===== config.mk =====
export PLATFORM = sky130hd
export DESIGN_NAME = uart_flow_break_reset
export DESIGN_NICKNAME = d
export VERILOG_FILES = /design/src/logic/uart_flow_break_reset.v
export VERILOG_INCLUDE_DIRS = /design/src /design/src/logic
export SDC_FILE = /design/constraint.sdc
export NUM_CORES = 1
export LEC_CHECK = 0
export ABC_CLOCK_PERIOD_IN_PS = 3510
export BUFFER_PORTS_ARGS = -buffer_cell sky130_fd_sc_hd__buf_2
export CORE_MARGIN = 5
export CORE_UTILIZATION = 39
export DETAILED_ROUTE_END_ITERATION = 10
export PLACE_DENSITY = 0.52
export SLEW_MARGIN = 15
export SYNTH_ARGS = -nofsm -noshare
export SYNTH_HDL_FRONTEND = slang
export SYNTH_SLANG_ARGS = --single-unit

===== constraint.sdc =====
create_clock -name ref_clk_i -period 3.51 [get_ports ref_clk_i]
set_input_delay 0.702 -clock ref_clk_i [delete_from_list [all_inputs] [get_ports ref_clk_i]]
set_output_delay 0.702 -clock ref_clk_i [all_outputs]
set_load 0.02 [all_outputs]

===== src/logic/uart_consts.vh =====
`ifndef UART_CONSTS_VH
`define UART_CONSTS_VH
// ----------------------------------------
// register offsets (byte addresses)
// ----------------------------------------
`define REG_CTRL        8'h00
`define REG_BAUD_DIV    8'h04
`define REG_BRK_TIMEOUT 8'h08
`define REG_TX_DATA     8'h0c
`define REG_RX_DATA     8'h10
`define REG_STATUS      8'h14
`define REG_IRQ_STATUS  8'h18
`define REG_IRQ_MASK    8'h1c
// ----------------------------------------
// control fields
// ----------------------------------------
`define CTRL_PAR_EN     0
`define CTRL_PAR_ODD    1
`define CTRL_STOP2      2
`define CTRL_FLOW_EN    3
`define CTRL_SEND_BRK   4
`define CTRL_RX_READY   5
// ----------------------------------------
// interrupt bits
// ----------------------------------------
`define IRQ_RX_DONE     0
`define IRQ_TX_DONE     1
`define IRQ_PAR_ERR     2
`define IRQ_FRAME_ERR   3
`define IRQ_BRK_DET     4
// ----------------------------------------
// reset values and timing
// ----------------------------------------
`define CTRL_RST        6'h20
`define REF_CLK_HZ      100000000
`define BAUD_RST_HZ     115200
`define BAUD_DIV_RST    20'h00364
`define BRK_TIMEOUT_RST 32'h000f4240
`define DATA_BITS       8
`endif


===== src/logic/uart_flow_break_reset.v =====
// Overview of operation
// - characters enter on the receive line and leave on the transmit line
// - clear-to-send and request-to-send are asserted when low
// - 8 data bits, parity none/odd/even, 1 or 2 stops, 1200 to 4M baud
// - break is the receive line held continuously low
// - break longer than the timeout item resets the device
// - device can drive a break on the transmit line to wake the host
// - baud rate is the reference clock divided by the divider item
// - request-to-send driven low when ready to accept characters
//
// Local design decisions: the plain strobed port and the placing of the registers.
`timescale 1ns/10ps
`include "uart_consts.vh"
module uart_flow_break_reset (
  input  wire        ref_clk_i,
  input  wire        rst_n_i,
  input  wire [7:0]  addr_i,
  input  wire [31:0] wdata_i,
  input  wire        wr_i,
  input  wire        rd_i,
  output reg  [31:0] rdata_o,
  output reg         irq_o,
  input  wire        rx_i,
  output reg         tx_o,
  input  wire        cts_n_i,
  output reg         rts_n_o,
  output reg         brk_reset_o
);
  // ----------------------------------------
  // states
  // ----------------------------------------
  localparam [2:0] ST_IDLE  = 3'd0;
  localparam [2:0] ST_START = 3'd1;
  localparam [2:0] ST_DATA  = 3'd2;
  localparam [2:0] ST_PAR   = 3'd3;
  localparam [2:0] ST_STOP  = 3'd4;

  reg  [5:0]  ctrl_r;
  reg  [19:0] baud_div_r;
  reg  [31:0] brk_timeout_r;
  reg  [4:0]  irq_st_r;
  reg  [4:0]  irq_mask_r;
  wire        rx_s2_r;
  wire        cts_s2_r;
  // ----------------------------------------
  // input synchronisers
  // ----------------------------------------
  // both lines idle high, so reset to one gives no false start
  sync_2ff #(
    .RST_VAL (1'b1)
  ) u_rx_sync (
    .ref_clk_i (ref_clk_i),
    .rst_n_i   (rst_n_i),
    .d_i       (rx_i),
    .q_o       (rx_s2_r)
  );
  sync_2ff #(
    .RST_VAL (1'b1)
  ) u_cts_sync (
    .ref_clk_i (ref_clk_i),
    .rst_n_i   (rst_n_i),
    .d_i       (cts_n_i),
    .q_o       (cts_s2_r)
  );
  // ----------------------------------------
  // transmitter
  // ----------------------------------------
  // divider counts the fixed 100 MHz clock, so the rate is set in
  // reference cycles only
  reg  [2:0]  tx_st_r;
  reg  [19:0] tx_cnt_r;
  reg  [2:0]  tx_bit_r;
  reg  [7:0]  tx_sh_r;
  reg         tx_par_r;
  reg         tx_stop2_r;
  reg  [7:0]  tx_hold_r;
  reg         tx_full_r;
  reg         tx_done_r;
  wire        tx_tick = (tx_cnt_r == 20'h00000);
  wire        tx_load = wr_i && (addr_i == `REG_TX_DATA);
  wire        cts_ok  = !ctrl_r[`CTRL_FLOW_EN] || !cts_s2_r;
  always @(posedge ref_clk_i or negedge rst_n_i) begin
    if (!rst_n_i) begin
      tx_st_r    <= ST_IDLE;
      tx_cnt_r   <= 20'h00000;
      tx_done_r  <= 1'b0;
      tx_bit_r   <= 3'h0;
      tx_sh_r    <= 8'h00;
      tx_par_r   <= 1'b0;
      tx_stop2_r <= 1'b0;
      tx_hold_r  <= 8'h00;
      tx_full_r  <= 1'b0;
      tx_o       <= 1'b1;
    end else begin
      tx_done_r <= 1'b0;
      if (tx_load) begin
        tx_hold_r <= wdata_i[7:0];
        tx_full_r <= 1'b1;
      end
      tx_cnt_r <= tx_tick ? baud_div_r - 20'h00001 :
                            tx_cnt_r - 20'h00001;
      case (tx_st_r)
        ST_IDLE: begin
          tx_cnt_r <= baud_div_r - 20'h00001;
          if (ctrl_r[`CTRL_SEND_BRK]) begin
            tx_o <= 1'b0;
          end else if (tx_full_r && cts_ok) begin
            tx_o      <= 1'b0;
            tx_sh_r   <= tx_hold_r;
            tx_par_r  <= ^tx_hold_r ^ ctrl_r[`CTRL_PAR_ODD];
            tx_full_r <= tx_load;
            tx_bit_r  <= 3'h0;
            tx_st_r   <= ST_START;
          end else begin
            tx_o <= 1'b1;
          end
        end
        ST_START: if (tx_tick) begin
          tx_o    <= tx_sh_r[0];
          tx_st_r <= ST_DATA;
        end
        ST_DATA: if (tx_tick) begin
          tx_sh_r  <= {1'b0, tx_sh_r[7:1]};
          tx_bit_r <= tx_bit_r + 3'h1;
          if (tx_bit_r == 3'h7) begin
            tx_o       <= ctrl_r[`CTRL_PAR_EN] ? tx_par_r : 1'b1;
            tx_st_r    <= ctrl_r[`CTRL_PAR_EN] ? ST_PAR : ST_STOP;
            tx_stop2_r <= ctrl_r[`CTRL_STOP2];
          end else begin
            tx_o <= tx_sh_r[1];
          end
        end
        ST_PAR: if (tx_tick) begin
          tx_o    <= 1'b1;
          tx_st_r <= ST_STOP;
        end
        ST_STOP: if (tx_tick) begin
          if (tx_stop2_r) begin
            tx_stop2_r <= 1'b0;
          end else begin
            tx_done_r <= 1'b1;
            tx_st_r <= ST_IDLE;
          end
        end
        default: tx_st_r <= ST_IDLE;
      endcase
    end
  end
  // ----------------------------------------
  // receiver
  // ----------------------------------------
  reg  [2:0]  rx_st_r;
  reg  [19:0] rx_cnt_r;
  reg  [2:0]  rx_bit_r;
  reg  [7:0]  rx_sh_r;
  reg  [7:0]  rx_data_r;
  reg         rx_full_r;
  reg         rx_stop2_r;
  reg  [31:0] brk_cnt_r;
  reg         rx_done_r;
  reg         par_err_r;
  reg         frame_err_r;
  reg         brk_det_r;
  // break flagged after twelve bit times, longer than any legal frame
  wire [31:0] brk_det_lim = {12'h000, baud_div_r} * 32'h0000000c;
  wire        rx_tick = (rx_cnt_r == 20'h00000);
  wire        rx_take = rd_i && (addr_i == `REG_RX_DATA);
  always @(posedge ref_clk_i or negedge rst_n_i) begin
    if (!rst_n_i) begin
      rx_st_r    <= ST_IDLE;
      rx_cnt_r   <= 20'h00000;
      rx_done_r  <= 1'b0;
      par_err_r  <= 1'b0;
      frame_err_r <= 1'b0;
      brk_det_r  <= 1'b0;
      rx_bit_r   <= 3'h0;
      rx_sh_r    <= 8'h00;
      rx_data_r  <= 8'h00;
      rx_full_r  <= 1'b0;
      rx_stop2_r <= 1'b0;
      brk_cnt_r  <= 32'h00000000;
    end else begin
      rx_done_r   <= 1'b0;
      par_err_r   <= 1'b0;
      frame_err_r <= 1'b0;
      brk_det_r   <= 1'b0;
      if (rx_take)
        rx_full_r <= 1'b0;
      // break: low held without interruption
      if (rx_s2_r) begin
        brk_cnt_r <= 32'h00000000;
      end else if (brk_cnt_r != 32'hffffffff) begin
        brk_cnt_r <= brk_cnt_r + 32'h00000001;
        if (brk_cnt_r == brk_det_lim)
          brk_det_r <= 1'b1;
      end
      rx_cnt_r <= rx_tick ? baud_div_r - 20'h00001 :
                            rx_cnt_r - 20'h00001;
      case (rx_st_r)
        ST_IDLE: if (!rx_s2_r) begin
          // half-bit wait centres the samples
          rx_cnt_r <= {1'b0, baud_div_r[19:1]};
          rx_st_r  <= ST_START;
        end
        ST_START: if (rx_tick) begin
          rx_bit_r <= 3'h0;
          rx_st_r  <= rx_s2_r ? ST_IDLE : ST_DATA;
        end
        ST_DATA: if (rx_tick) begin
          rx_sh_r  <= {rx_s2_r, rx_sh_r[7:1]};
          rx_bit_r <= rx_bit_r + 3'h1;
          if (rx_bit_r == 3'h7) begin
            rx_st_r    <= ctrl_r[`CTRL_PAR_EN] ? ST_PAR : ST_STOP;
            rx_stop2_r <= ctrl_r[`CTRL_STOP2];
          end
        end
        ST_PAR: if (rx_tick) begin
          if ((^rx_sh_r ^ ctrl_r[`CTRL_PAR_ODD]) != rx_s2_r)
            par_err_r <= 1'b1;
          rx_st_r <= ST_STOP;
        end
        ST_STOP: if (rx_tick) begin
          if (!rx_s2_r) begin
            frame_err_r <= 1'b1;
            rx_st_r <= ST_IDLE;
          end else if (rx_stop2_r) begin
            rx_stop2_r <= 1'b0;
          end else begin
            rx_data_r <= rx_sh_r;
            rx_full_r <= 1'b1;
            rx_done_r <= 1'b1;
            rx_st_r   <= ST_IDLE;
          end
        end
        default: rx_st_r <= ST_IDLE;
      endcase
    end
  end
  // ----------------------------------------
  // registers, interrupts, reset request
  // ----------------------------------------
  // event pulses are flops, so status sets one cycle after the event
  wire [4:0]  ev = {brk_det_r, frame_err_r, par_err_r,
                    tx_done_r, rx_done_r};
  always @(posedge ref_clk_i or negedge rst_n_i) begin
    if (!rst_n_i) begin
      ctrl_r        <= `CTRL_RST;
      baud_div_r    <= `BAUD_DIV_RST;
      brk_timeout_r <= `BRK_TIMEOUT_RST;
      irq_st_r      <= 5'h00;
      irq_mask_r    <= 5'h00;
      rdata_o       <= 32'h00000000;
      irq_o         <= 1'b0;
      rts_n_o       <= 1'b1;
      brk_reset_o   <= 1'b0;
    end else begin
      if (wr_i) begin
        case (addr_i)
          `REG_CTRL:        ctrl_r <= wdata_i[5:0];
          `REG_BAUD_DIV:    baud_div_r <= (wdata_i[19:0] < 20'h00019) ?
                                          20'h00019 : wdata_i[19:0];
          `REG_BRK_TIMEOUT: brk_timeout_r <= wdata_i;
          `REG_IRQ_MASK:    irq_mask_r <= wdata_i[4:0];
          default: ;
        endcase
      end
      // set wins over write-one-to-clear
      irq_st_r <= (irq_st_r & ~((wr_i && addr_i == `REG_IRQ_STATUS) ?
                  wdata_i[4:0] : 5'h00)) | ev;
      irq_o    <= |(irq_st_r & irq_mask_r);
      // ready only with room in the receive holding register
      rts_n_o  <= !(ctrl_r[`CTRL_RX_READY] && !rx_full_r);
      brk_reset_o <= !rx_s2_r && (brk_cnt_r > brk_timeout_r);
      rdata_o <= 32'h00000000;
      if (rd_i) begin
        case (addr_i)
          `REG_CTRL:        rdata_o <= {26'h0, ctrl_r};
          `REG_BAUD_DIV:    rdata_o <= {12'h000, baud_div_r};
          `REG_BRK_TIMEOUT: rdata_o <= brk_timeout_r;
          `REG_RX_DATA:     rdata_o <= {24'h0, rx_data_r};
          `REG_STATUS:      rdata_o <= {26'h0, !rx_s2_r, cts_s2_r,
                                        tx_full_r, tx_st_r != ST_IDLE,
                                        rx_full_r, 1'b0};
          `REG_IRQ_STATUS:  rdata_o <= {27'h0, irq_st_r};
          `REG_IRQ_MASK:    rdata_o <= {27'h0, irq_mask_r};
          default:          rdata_o <= 32'h00000000;
        endcase
      end
    end
  end
endmodule // uart_flow_break_reset

// ----------------------------------------
// two-flop synchroniser
// ----------------------------------------
module sync_2ff #(
  parameter [0:0] RST_VAL = 1'b1
) (
  input  wire ref_clk_i,
  input  wire rst_n_i,
  input  wire d_i,
  output reg  q_o
);
  reg meta_r;
  // only q_o is read outside; meta_r may still be settling
  always @(posedge ref_clk_i or negedge rst_n_i) begin
    if (!rst_n_i) begin
      meta_r <= RST_VAL;
      q_o    <= RST_VAL;
    end else begin
      meta_r <= d_i;
      q_o    <= meta_r;
    end
  end
endmodule // sync_2ff


-- Yosys cells after proc, flatten, opt, wreduce, memory -nomap -nowiden
Cells that the tools add are included.
- multiply operators: 1
- mux-type cells: 84
- bitwise operators: 8
- equality and inequality tests: 36
- magnitude comparators: 2
- reductions and logical operators: 41
- add/subtract/negate cells: 6
- operators with widths (kind ; count):
    $pmux W32 S7 ; 1
    $mux W20 ; 6
    $mux W32 ; 3
    $mux W3 ; 22
    $sub A20 B1 Y20 const B ; 3
    $logic_not A20 Y1 ; 2
    $mux W1 ; 39
    $add A32 B1 Y32 const B ; 1
    $eq A32 B24 Y1 ; 1
    $eq A8 B5 Y1 const B ; 4
    $gt A32 B32 Y1 ; 1
    $ne A32 B32 Y1 const B ; 1
    $pmux W3 S5 ; 2
    $ne A2 B2 Y1 const B ; 14
    $mux W8 ; 3
    $mul A20 B2 Y22 const B ; 1
    $lt A20 B5 Y1 const B ; 1
    $eq A8 B4 Y1 const B ; 2
    $pmux W8 S2 ; 1
    $reduce_and A4 Y1 ; 4
    $reduce_xor A8 Y1 ; 2
    $eq A3 B2 Y1 const B ; 4
    $eq A3 B3 Y1 const B ; 4
    $pmux W3 S2 ; 2
    other kinds (29) ; 54
- logic and storage cells: 213
- bits of input ports: 46
- register bits after elaboration: 234

-- Logic depth before layout (Yosys ltp)
- depth after elaboration: 7
- gate-level depth with buffers: 12

-- Hierarchy
Synthesis repeated with hierarchy kept, for this count alone.
- cell total of the unflattened synthesis: 1376
- area total of the unflattened synthesis: 13366.6 µm²
- modules (own cells, without submodules) (module ; sequential area each (µm²) ; cells an instance ; area an instance (µm²) ; times used):
    uart_flow_break_reset ; 5774.3 ; 1372 ; 13261.5 ; 1
    sync_2ff ; 52.6 ; 2 ; 52.6 ; 2

-- Least setup slack after synthesis
Ideal clock, no wire load.
- path kind: register to register
- start: register baud_div_r[2]
- end: register brk_det_r
- period minus slack after synthesis: 3.157 ns
- data required time: 3.414 ns
- cell stages (with the launch flop): 12
- path buffers: 0
- path slack: 0.353 ns
- arrival: 3.061 ns
- cells stage by stage: dfstp_2 > inv_1 > fa_1 > xor2_1 > o311ai_1 > a2111oi_2 > o2111ai_1 > a2111oi_2 > o2111ai_1 > a2111oi_2 > nand4_1 > nor4_2
- word-level cells in the longest chain between the ends: 5
- ends and longest elaborated chain (element ; RTL line ; RTL):
    from (decl) ; uart_flow_break_reset.v:39 ; reg [19:0] baud_div_r;
    from (signal assigned) ; uart_flow_break_reset.v:248 ; baud_div_r <= `BAUD_DIV_RST;
    from (signal assigned) ; uart_flow_break_reset.v:260 ; `REG_BAUD_DIV: baud_div_r <= (wdata_i[19:0] < 20'h00019) ?
    $mul A20 B2 Y22 ; uart_flow_break_reset.v:165 ; wire [31:0] brk_det_lim = {12'h000, baud_div_r} * 32'h0000000c;
    $eq A32 B24 Y1 ; uart_flow_break_reset.v:194 ; if (brk_cnt_r == brk_det_lim)
    $mux W1 ; uart_flow_break_reset.v:194 ;
    $mux W1 ; uart_flow_break_reset.v:192 ; end else if (brk_cnt_r != 32'hffffffff) begin
    $mux W1 ; uart_flow_break_reset.v:190 ; if (rx_s2_r) begin
    to (signal assigned) ; uart_flow_break_reset.v:175 ; brk_det_r <= 1'b0;
    to (signal assigned) ; uart_flow_break_reset.v:186 ; brk_det_r <= 1'b0;
    to (signal assigned) ; uart_flow_break_reset.v:195 ; brk_det_r <= 1'b1;
    to (decl) ; uart_flow_break_reset.v:163 ; reg brk_det_r;
No other way between the ends.
A chain may end at the register's enable or synchronous reset.

-- Final worst setup path
- start: register baud_div_r[0]
- end: register brk_det_r
The elaborated chain is that of the path after synthesis.

==> impl_metrics.env <==
export IMPL_status="finished, final reports clean"
export IMPL_drt_iter0_markers=656
export IMPL_ios=82
export IMPL_synth_common_cells="dfrtp_1, nor2_1, nand2_1, a21oi_1, ha_1"
export IMPL_track_usage=0.194
export IMPL_grt_overflow_total=0
export IMPL_clk_pin_slew_ns=0.06
export IMPL_cts_sinks=234
export IMPL_timing_setup_tns_ns=0
export IMPL_drc_errors=0
export IMPL_max_cap_violations=0
export IMPL_clockBufferDepth=3
export IMPL_place_hpwl_um=27900
export IMPL_synth_area_um2=13400
export IMPL_yosys_cell_count_top_type="dfrtp_1"
export IMPL_cpPeakStageDelay_ns=0.44
export IMPL_max_freq_mhz=322
export IMPL_synth_distinct_cells=75
export IMPL_finalWeightedCongestion=0.851
export IMPL_cts_made_buffers=27
export IMPL_grt_pass1_vias=10600
export IMPL_hp_class="in -> async"
export IMPL_yosysSeqAreaShare=0.437
export IMPL_clk_latency_ns=0.57
export IMPL_fin_crit_sh=0.885
export IMPL_required_ns=3.98
export IMPL_drtAntennaViolNets=0
export IMPL_grt_start_max_net_pins=86
export IMPL_dieArea_um2=38300
export IMPL_die_w_um=196
export IMPL_path_class="reg -> reg"
export IMPL_crit_top_cell="a2111oi_2"
export IMPL_hold_viol=0
export IMPL_path_buf_inv=1
export IMPL_cts_tree="built"
export IMPL_num_vias=10300
export IMPL_syn_instance_count=1381
export IMPL_drt_total_wl_um=37000
export IMPL_die_h_um=196
export IMPL_rows=68
export IMPL_grt_pass1_wl_um=59900
export IMPL_yosys_register_bits=234
export IMPL_antenna_found_initial=0
export IMPL_end_kind="flip-flop"
export IMPL_antenna_cells=0
export IMPL_slowest_stage="dfrtp_2"
export IMPL_initial_core_util=0.392
export IMPL_yosys_area_top_type_share=0.400
export IMPL_synth_area_leaders="dfrtp_1, ha_1, mux2_2, xnor2_1, nor2_1"
export IMPL_vias_per_cell=5.28
export IMPL_synthToLayoutAreaGrowth_pct=14.9
export IMPL_worst_slew_pin_slew_ns=0.925
export IMPL_async_flop_share=1.00
export IMPL_synth_nets=1510
export IMPL_critPathLaunchType="flip-flop"
export IMPL_synth_edf_count=0
export IMPL_maxSlewHeadroom=0.381
export IMPL_first_pass_iters=5
export IMPL_rsz0062_at_grt="false"
export IMPL_layout_nets=1608
export IMPL_setup_violations=0
export IMPL_synth_top_flop_cell="dfrtp_1"
export IMPL_hold_buffers=0
export IMPL_worst_ep_arrival_time_ns=3.58
export IMPL_wl_per_cell_um=18.9
export IMPL_slew_viol_final=0
export IMPL_min_period_ns=3.11
export IMPL_ir_drop_mv=0.394
export IMPL_place_ws_ns=0.0757
export IMPL_crit_fanout=5
export IMPL_p_leak_nw=7.19
export IMPL_h_tree_depth=1
export IMPL_crit_chain="ha_1, inv_1, fa_1, xor2_1, o311ai_1, a2111oi_2, o2111ai_1, a2111oi_2, o2111ai_1, a2111oi_2, nand4_1, nor4_2"
export IMPL_powerDensity_nw_per_um2=495
export IMPL_synth_warnings=0
export IMPL_critPathTopFamily="compound AO/OA/AOI/OAI gates"
export IMPL_synth_top_area_cell="dfrtp_1"
export IMPL_avgSynthCellArea_um2=9.73
export IMPL_coreArea_um2=34300
export IMPL_clock_root_buffer="clkbuf_16"
export IMPL_drive_gt1_frac=0.180
export IMPL_io_buffers=81
export IMPL_timing_final_ws_setup_ns=0.405
export IMPL_clock_skew_ns=0.00981
power by group:
part | internal, W | leakage (nW) | switching, W | total, W
Clock | 0.00170 | 0.444 | 0.00115 | 0.00285
Sequential | 0.00304 | 3.09 | 0.000316 | 0.00335
Combinational | 0.000629 | 3.65 | 0.000818 | 0.00145
Total | 0.00536 | 7.19 | 0.00228 | 0.00765
worst reg2reg max path: stages, from the launching register on:
cell	delay, ns
dfrtp_2	0.44
ha_1	0.23
inv_1	0.07
fa_1	0.44
xor2_1	0.18
o311ai_1	0.15
a2111oi_2	0.36
o2111ai_1	0.19
a2111oi_2	0.25
o2111ai_1	0.18
a2111oi_2	0.22
nand4_1	0.16
nor4_2	0.15
cell type report:
cell class                      count  area, um^2
Fill cell                        3357       18800
Clock buffer                       42         792
Clock inverter                      8         105
Inverter                           78         293
Sequential cell                   234        5880
Tap cell                          455         569
Multi-Input combinational cell   1018        7060
Timing Repair Buffer              120         746
layer usage:
metal  vias up  global-route usage  wire length, um
met2       183               0.307            17100
met5         -                   0                0
met3        52              0.0256             1480
li1       5056                   -                -
met1      5027               0.282            17500
met4         0              0.0530              890
layout by cell type, fill, tap and decap left out, types with 6 or more instances in the layout:
cell | synthesis | final
o21ai_0 | 36 | 36
a31oi_1 | 9 | 9
nand2b_1 | 8 | 8
ha_1 | 82 | 82
nand3_1 | 42 | 42
nor2_1 | 135 | 135
nor3_1 | 35 | 35
clkbuf_16 | 0 | 27
a21oi_1 | 95 | 95
inv_1 | 78 | 78
o21ai_1 | 31 | 31
xor2_1 | 49 | 49
a211oi_1 | 11 | 11
buf_2 | 4 | 80
buf_4 | 2 | 36
a21o_1 | 21 | 21
mux2_1 | 17 | 17
and2_1 | 7 | 7
mux2i_1 | 15 | 15
nand2_1 | 99 | 99
or4_1 | 6 | 6
mux2_2 | 70 | 70
clkbuf_1 | 44 | 9
nand3b_1 | 6 | 6
dfrtp_1 | 215 | 214
clkbuf_8 | 0 | 6
dfstp_2 | 19 | 19
nand4_1 | 25 | 25
a22oi_1 | 22 | 22
xnor2_1 | 69 | 69
or3_1 | 9 | 9
nor4_1 | 17 | 16
nor2b_1 | 7 | 7
and3_1 | 26 | 26
metrics by stage:
stage / power [W] / util / std cells / instance area (um^2) / hold slack, ns
after floorplan: 0.00439 / - / 1381 / 13400 / 0.345
after global placement: 0.00483 / 0.424 / 1905 / 14600 / 0.346
after detailed placement: 0.00485 / 0.424 / 1905 / 14600 / 0.351
after CTS: 0.00775 / 0.451 / 1955 / 15400 / 0.147
after global routing: 0.00812 / 0.451 / 1955 / 15400 / 0.186
final: 0.00765 / 0.451 / 1955 / 15400 / 0.129
state kept, by name, indices dropped and copies added (netlist names), 3 cells and up:
register	flops
tx_bit_r	3
brk_timeout_r	32
tx_cnt_r	20
rdata_o	32
rx_st_r	3
tx_st_r	3
irq_st_r	5
tx_hold_r	8
tx_sh_r	8
baud_div_r	20
brk_cnt_r	32
ctrl_r	6
irq_mask_r	5
rx_sh_r	8
rx_cnt_r	20
rx_data_r	8
rx_bit_r	3
kinds of logic after synthesis:
| group | after synthesis | synth area share |
|---|---|---|
| and+or+nand+nor | 447 | 0.164 |
| buffers and inverters | 129 | 0.0375 |
| xor gates and xnor gates | 118 | 0.0769 |
| AOI/OAI and AO/OA | 268 | 0.123 |
| adders and majority gates | 83 | 0.0778 |
| DFF | 234 | 0.437 |
| muxes | 102 | 0.0841 |
worst paths after layout:
kind                                  start          endpoint  slack (ns)  cells past startpoint
min in group ref_clk_i                 rx_i  u_rx_sync.meta_r        0.24                      1
max reg2reg                   baud_div_r[0]         brk_det_r        0.40                     12
min reg2reg                u_rx_sync.meta_r     u_rx_sync.q_o        0.36                      0
max in group asynchronous           rst_n_i     baud_div_r[9]        2.59                      2
max                           baud_div_r[0]         brk_det_r        0.40                     12
min                                 rst_n_i     brk_cnt_r[25]        0.13                      1
what timing repair did:
| item | CTS | global route |
|---|---|---|
| gates resized for setup | 0 | 1 |
| buffers inserted | 0 | 0 |
| hold endpoints to repair | 0 | 0 |
| setup endpoints to repair | 0 | 1 |
(Power assumes the default switching activity.)
